### config.mk
export PLATFORM = sky130hd
export DESIGN_NAME = psr_shift_register
export DESIGN_NICKNAME = d
export VERILOG_FILES = /design/src/pkg/psr_pkg.sv /design/src/verilog/psr_clock_edge.sv /design/src/verilog/psr_shift_register.sv
export SDC_FILE = /design/constraint.sdc
export NUM_CORES = 1
export LEC_CHECK = 0
export BUFFER_PORTS_ARGS = -buffer_cell sky130_fd_sc_hd__buf_2
export CORE_UTILIZATION = 30
export DETAILED_ROUTE_END_ITERATION = 10
export PLACE_DENSITY = 0.53
export SLEW_MARGIN = 20
export SYNTH_ARGS = -nofsm -noshare
export SYNTH_HDL_FRONTEND = slang
export SYNTH_SLANG_ARGS = --single-unit
### constraint.sdc
create_clock -name clk -period 1.2 [get_ports clk]
set_clock_uncertainty 0.05 [all_clocks]
set_input_delay 0.06 -clock clk [delete_from_list [all_inputs] [get_ports clk]]
set_output_delay 0.06 -clock clk [all_outputs]
set_load 0.01 [all_outputs]
### src/pkg/psr_pkg.sv
// Constants and carrier types for the parallel/serial-in shift register.
// Assumes a single clock domain; all pin inputs arrive synchronous to clk.
package psr_pkg;

    // Number of cascaded storage stages
    localparam int PSR_STAGES = 8;
    // Least stage count the tap logic can serve (two taps plus last stage)
    localparam int PSR_MIN_STAGES = 3;
    // Taps sit this many stages before the last one
    localparam int PSR_TAP_A_BACK = 2;
    localparam int PSR_TAP_B_BACK = 1;
    // Stage contents after reset
    localparam logic PSR_STAGE_RESET_BIT = 1'h0;
    // Shift clock history after reset: high, so a clock already high is no edge
    localparam logic PSR_SHIFT_CLOCK_RESET = 1'h1;

    // Choice of parallel load behaviour
    typedef enum {
        PSR_LOAD_SYNC,
        PSR_LOAD_ASYNC
    } psr_load_mode_t;

    // Control pins driven by the controlling logic
    typedef struct packed {
        logic shiftClock;
        logic loadSelect;
        logic serialIn;
    } psr_ctrl_t;

    // Outputs read by the controlling logic
    typedef struct packed {
        logic tapStage6;
        logic tapStage7;
        logic serialOut;
    } psr_taps_t;

endpackage : psr_pkg

### src/verilog/psr_clock_edge.sv
// Rising edge detector for the sampled shift clock pin.
// Assumes shiftClock is already synchronous to clk.
`timescale 1ns/10ps
module psr_clock_edge
    import psr_pkg::*;
(
    input wire logic clk,
    input wire logic rst,
    input wire logic shiftClock,
    output logic risePulse
);

    // Whole state of this module
    typedef struct packed {
        logic lastLevel;
    } psr_edge_state_t;

    psr_edge_state_t state_r;
    psr_edge_state_t state_nxt;

    // Track the previous clock level
    always_comb
    begin
        state_nxt = state_r;
        state_nxt.lastLevel = shiftClock;
    end

    // State register
    always_ff @(posedge clk or posedge rst)
    begin
        if (rst)
        begin
            state_r <= '{lastLevel: PSR_SHIFT_CLOCK_RESET};
        end
        else
        begin
            state_r <= state_nxt;
        end
    end

    // Low then high: one rising transition
    assign risePulse = shiftClock & ~state_r.lastLevel;
endmodule : psr_clock_edge

### src/verilog/psr_shift_register.sv
// Parallel- or serial-in, serial-out shift register with two extra taps.
// Assumes controlling logic drives all pins synchronous to clk and that
// shiftClock is a slow level which this block samples for rising edges.
//
// Function
// - State lives in a cascade of edge-triggered storage stages, eight by default.
// - Last stage drives serial output; the two stages before it drive taps.
// - Load select low: each shift clock rise moves data on, serial bit enters.
// - Synchronous variant: load select high loads parallel inputs at the shift clock rise.
// - Asynchronous variant: load select high loads parallel inputs, no clock rise needed.
// - Asynchronous variant: load select forces the stages without any shift clock edge.
// - Shared clock and load select, one serial input, one parallel input per stage.
`timescale 1ns/10ps
module psr_shift_register
    import psr_pkg::*;
#(
    parameter psr_load_mode_t LOAD_MODE = PSR_LOAD_SYNC,
    parameter int STAGES = PSR_STAGES
)
(
    input wire logic clk,
    input wire logic rst,
    input wire psr_ctrl_t ctrlIn,
    input wire logic [STAGES-1:0] parallelLoadInputs,
    output psr_taps_t tapsOut
);

    // Refuse stage counts that leave no room for the taps
    generate
        if (STAGES < PSR_MIN_STAGES)
        begin : g_bad_stages
            $error("psr_shift_register: STAGES too small for taps");
        end
    endgenerate

    // Refuse a load variant the next-state logic does not decode
    generate
        if (LOAD_MODE != PSR_LOAD_SYNC && LOAD_MODE != PSR_LOAD_ASYNC)
        begin : g_bad_mode
            $error("psr_shift_register: unknown LOAD_MODE");
        end
    endgenerate

    // Index of a stage counted back from the last one
    function automatic int backIndex(input int back);
        backIndex = STAGES - 1 - back;
    endfunction : backIndex

    // Whole state of the register
    typedef struct packed {
        logic [STAGES-1:0] stages;
    } psr_state_t;

    psr_state_t state_r;
    psr_state_t state_nxt;
    logic shiftEdge;
    logic loadNow;

    // Rising edges of the shared shift clock
    psr_clock_edge u_clock_edge (
        .clk(clk),
        .rst(rst),
        .shiftClock(ctrlIn.shiftClock),
        .risePulse(shiftEdge)
    );

    // Load condition differs only by variant
    always_comb
    begin
        if (LOAD_MODE == PSR_LOAD_ASYNC)
        begin
            loadNow = ctrlIn.loadSelect;
        end
        else
        begin
            loadNow = ctrlIn.loadSelect & shiftEdge;
        end
    end

    // Next stage contents: load beats shift, otherwise hold
    always_comb
    begin
        state_nxt = state_r;
        if (loadNow)
        begin
            state_nxt.stages = parallelLoadInputs;
        end
        else if (shiftEdge && !ctrlIn.loadSelect)
        begin
            state_nxt.stages = {state_r.stages[STAGES-2:0], ctrlIn.serialIn};
        end
        else
        begin
            state_nxt.stages = state_r.stages;
        end
    end

    // Stage register, updated on every rising clk edge
    always_ff @(posedge clk or posedge rst)
    begin
        if (rst)
        begin
            state_r <= '{stages: {STAGES{PSR_STAGE_RESET_BIT}}};
        end
        else
        begin
            state_r <= state_nxt;
        end
    end

    // Taps and serial output straight from the stages
    assign tapsOut.tapStage6 = state_r.stages[backIndex(PSR_TAP_A_BACK)];
    assign tapsOut.tapStage7 = state_r.stages[backIndex(PSR_TAP_B_BACK)];
    assign tapsOut.serialOut = state_r.stages[STAGES-1];

    // Each stage takes its own parallel input on a load
    genvar gi;
    generate
        for (gi = 0; gi < STAGES; gi++)
        begin : g_stage_load

        end
    endgenerate

    // Variant specific load timing
    generate
        if (LOAD_MODE == PSR_LOAD_SYNC)
        begin : g_sync_checks

        end
        else
        begin : g_async_checks

        end
    endgenerate
endmodule : psr_shift_register

# Word level (Yosys, flattened, before mapping)
# Cells that the tools add are included.
# totals
wordCells,10
reg_bits,9
# classes
n_bitwise,3
n_reduce_logical,3
mux,2
# ops
cell,n
$mux W8,2
$and A1 B1 Y1,2
$reduce_bool A2 Y1,1
$logic_and A1 B1 Y1,1
$logic_not A1 Y1,1
$not A1 Y1,1

# Depth between registers and ports, before layout
# logic_depth
depth_word,5
ltp_mapped,3
depth_no_buf,2

# Cells and area by module
# From an unflattened synthesis, not the netlist that was laid out.
# unflattened
hier_cells,42
area_unflattened_um2,452.9
# by_module_without_submodules
module,cells_per_inst,area_each_um2,instances
psr_shift_register,39,409.1,1
psr_clock_edge,3,43.8,1

# Worst setup path before layout
# No wires, ideal clock.
# synth_path
path_type,flip-flop to flip-flop
startpoint,reg u_clock_edge.state_r
endpoint,reg state_r[0] (netlist bit)
path_buffers,1
stages_incl_launch_ff,4
period_less_slack_ns,1.182
arrival_time_ns,1.007
setup_slack_ns,0.018
path_cell_list,dfstp_2 > nor2b_1 > buf_2 > mux2_4
# synth_via
elab_chain_len,4
elab_cells_between_ends,6
cone_classes,mux (1); bitwise (3); reduce/logical (2)
# synth_lines
element,line,text
start: declaration,psr_clock_edge.sv:18,psr_edge_state_t state_r;
start signal: assignment,psr_clock_edge.sv:33,state_r <= '{lastLevel: PSR_SHIFT_CLOCK_RESET};
start signal: assignment,psr_clock_edge.sv:37,state_r <= state_nxt;
$not A1 Y1 (*),psr_clock_edge.sv:42,assign risePulse = shiftClock & ~state_r.lastLevel;
$and A1 B1 Y1 (*),psr_clock_edge.sv:42,
$and A1 B1 Y1 / $logic_and A1 B1 Y1 (equally long branches),"psr_shift_register.sv:76, psr_shift_register.sv:88",
$mux W8 / $reduce_bool A2 Y1 (equally long branches),--,
end signal: assignment,psr_shift_register.sv:103,state_r <= '{stages: {STAGES{PSR_STAGE_RESET_BIT}}};
end signal: assignment,psr_shift_register.sv:107,state_r <= state_nxt;
end: declaration,psr_shift_register.sv:54,psr_state_t state_r;
# Every way passes the cells marked *; elsewhere a longest branch is shown, timed or not.
# A chain may end at the register's enable or synchronous reset.

# Final worst setup path
# layout_path
startpoint,reg u_clock_edge.state_r
endpoint,reg state_r[7] (netlist bit)
# The elaborated chain is that of the path after synthesis.

==> metrics.md <==
| Metric | Value |
|---|---|
| HP Class | primary input to flop |
| Req. time, crit path | 1290 ps |
| Synth Area in Compound Gates | 0% |
| Most frequent cells in the layout | mux2_4, buf_2, dfrtp_1 |
| H-tree Lvls | 1 |
| Largest net degree at the start of global routing | 10 |
| Final min period | 1190 ps |
| CTS Root Cell | clkbuf_4 |
| Post-Synth Adder-Cell Area | 0% |
| Top cell type's share of synthesized area | 46.6% |
| Crit path max fanout | 8 |
| Mean Syn Cell Area | 16.1 sq um |
| Chip Height | 43.5 um |
| I/O Pins | 16 |
| GP Congestion | 0.680 |
| # nets final | 64 |
| Slew Limit Fails | 0 |
| Kind of start point of the critical path | flop |
| Worst path max stage delay | 550 ps |
| Met3 usage | 6.25% |
| # DRC | 0 |
| Clk Latency, worst-skew pair | 250 ps |
| Synth Area in XOR/XNOR | 0% |
| Synthesis-to-layout area growth | 26.7% |
| Final Hold Viols | 0 |
| Cell with the largest stage delay on the worst path | dfstp_2 |
| Cell taking the most area after synthesis | mux2_4 |
| Layout Cells excl Fill | 66 |
| Post-synthesis mux area share | 46.6% |
| Crit path from | u_clock_edge.state_r |
| Leak | 0.339 nW |
| Row Count | 14 |
| Max-capacitance violation count | 0 |
| Crit Reg-Reg Startpoint | u_clock_edge.state_r |
| Main combinational cell family by area after synthesis | multiplexers |
| Core Util, Final | 41.9% |
| Global-route wire length before repair | 1.41 mm |
| Post-route cell area | 653 sq um |
| Achievable Freq | 839 MHz |
| Most common cell after layout, fill and taps aside | mux2_4 |
| Tot GR Track Use | 10.9% |
| Most crowded layer after global routing | met2 |
| Initial antenna violation count | 0 |
| Yosys cell types | 8 |
| Vias in the first global route | 317 |
| Clk buf depth | 2 |
| Power Total | 0.935 mW |
| Met1 Track Usage GR | 13.6% |
| Mapped Nets | 45 |
| Reg clk slew, reported paths | 60 ps |
| Number of CTS-inserted buffers | 3 |
| Met2 Resource Use GR | 15.8% |
| Post-Syn Instances | 32 |
| CTS tree | built |
| Dpl cell area | 579 sq um |
| Outcome | finished clean |
| Warnings, synthesis | 0 |
| Worst Tran Pin Value | 336 ps |
| Clock sink total | 9 |
| Starting density of the core | 33.1% |
| Total wire length | 902 um |
| Cell Count Post-Placement | 59 |
| Overflow after GRT | 0 |
| Via-to-Cell Ratio | 4.44 |
| Peak supply drop | 0.000739 V |
| Final setup fails | 0 |
| Slew HR | 77.6% |
| Layout cells sized above 1 | 76.0% |
| Syn Std Cell Area | 515 sq um |
| Pre-antenna DRT Iters | 2 |
| Worst setup path category | flop to flop |
| Data arrival, critical path | 1280 ps |
| PwrDens | 1430 nW/um^2 |
| Die area | 1890 sq um |
| Routed Antenna Nets | 0 |
| Hold Startpoint | parallelLoadInputs[3] |
| Ranking of synthesized cells by area | mux2_4, dfrtp_1, dfstp_2 |
| Diodes inserted | 0 |
| Critical path, cell by cell | nor2b_4 -> buf_12 -> mux2_4 |
| Setup crit end kind | flop |
| Simple-gate share of the synthesized area | 1.21% |
| First-iteration detailed-routing DRC count | 1 |
| IO buf count | 15 |
| Die width | 43.5 um |
| Register area share after synthesis | 43.9% |
| Drt wl/cell | 13.7 um |
| DR vias | 293 |
| Final period util | 99.3% |
| Seq cells post-synth | 9 |
| Area of the core | 1560 sq um |
[flip-flops by register name (all words and copies together), names as in the netlist]
register              flops
state_r                   8
u_clock_edge.state_r      1
[worst max-delay path: cells and delay by family (launching register included)]
kind	cells	cell delay, ps
AND/OR/NAND/NOR	1	50
flip-flops	1	550
multiplexers	1	290
buffers and inverters	1	140
[metal layers]
metal	vias up	share of wire, %
li1	142	-
met1	139	47
met2	12	48
met3	0	4.9
met4	0	0
met5	-	0
[layout make-up]
class	instances	area, sq um
Tap cell	16	20.0
Clock buffer	4	26.3
Sequential cell	9	226
Inverter	1	3.75
Multi-Input combinational cell	17	254
Fill cell	148	906
Timing Repair Buffer	19	123
[through the flow]
step	setup TNS [ps]	hold WS [ps]	setup slack, ps
CTS	0	94.0	25.6
global placement	-2880	-23.4	-363
finish	0	106	8.28
global route	-16.3	92.0	-8.40
floorplan	0	-163	17.7
detailed placement	-3280	-12.1	-413
[path summary, 6_finish.rpt]
kind | cells past startpoint | slack (ps) | end
worst max-delay path | 3 | 8 | state_r[7]
worst min-delay path | 3 | 110 | state_r[3]
max in group asynchronous | 3 | 560 | u_clock_edge.state_r
min in group asynchronous | 3 | 250 | state_r[1]
worst max register to register | 3 | 8 | state_r[7]
worst min register to register | 1 | 470 | state_r[3]
[logic make-up (layout without fill, tap and decap cells)]
kind of cell  after synthesis  after routing
mux                        16             16
simple gates                1              1
flops                       9              9
buf+inv                     6             24
[power breakdown]
group	internal, mW	switching, mW
clock	0.128	0.0994
combinational	0.202	0.0791
sequential	0.376	0.0502
total	0.706	0.229
[cell usage after synthesis]
cell	n
dfrtp_1	8
inv_1	1
nor2b_1	1
dfstp_2	1
buf_4	3
buf_6	1
mux2_4	16
buf_2	1
[timing repair]
item | 4_1_cts | 5_1_grt
resized for setup | 2 | 0
hold buffers | 2 | 0
hold endpoints to repair | 10 | 0
buffers inserted | 0 | 1
endpoints found under the setup margin | 8 | 3
(Power assumes the default switching activity.)
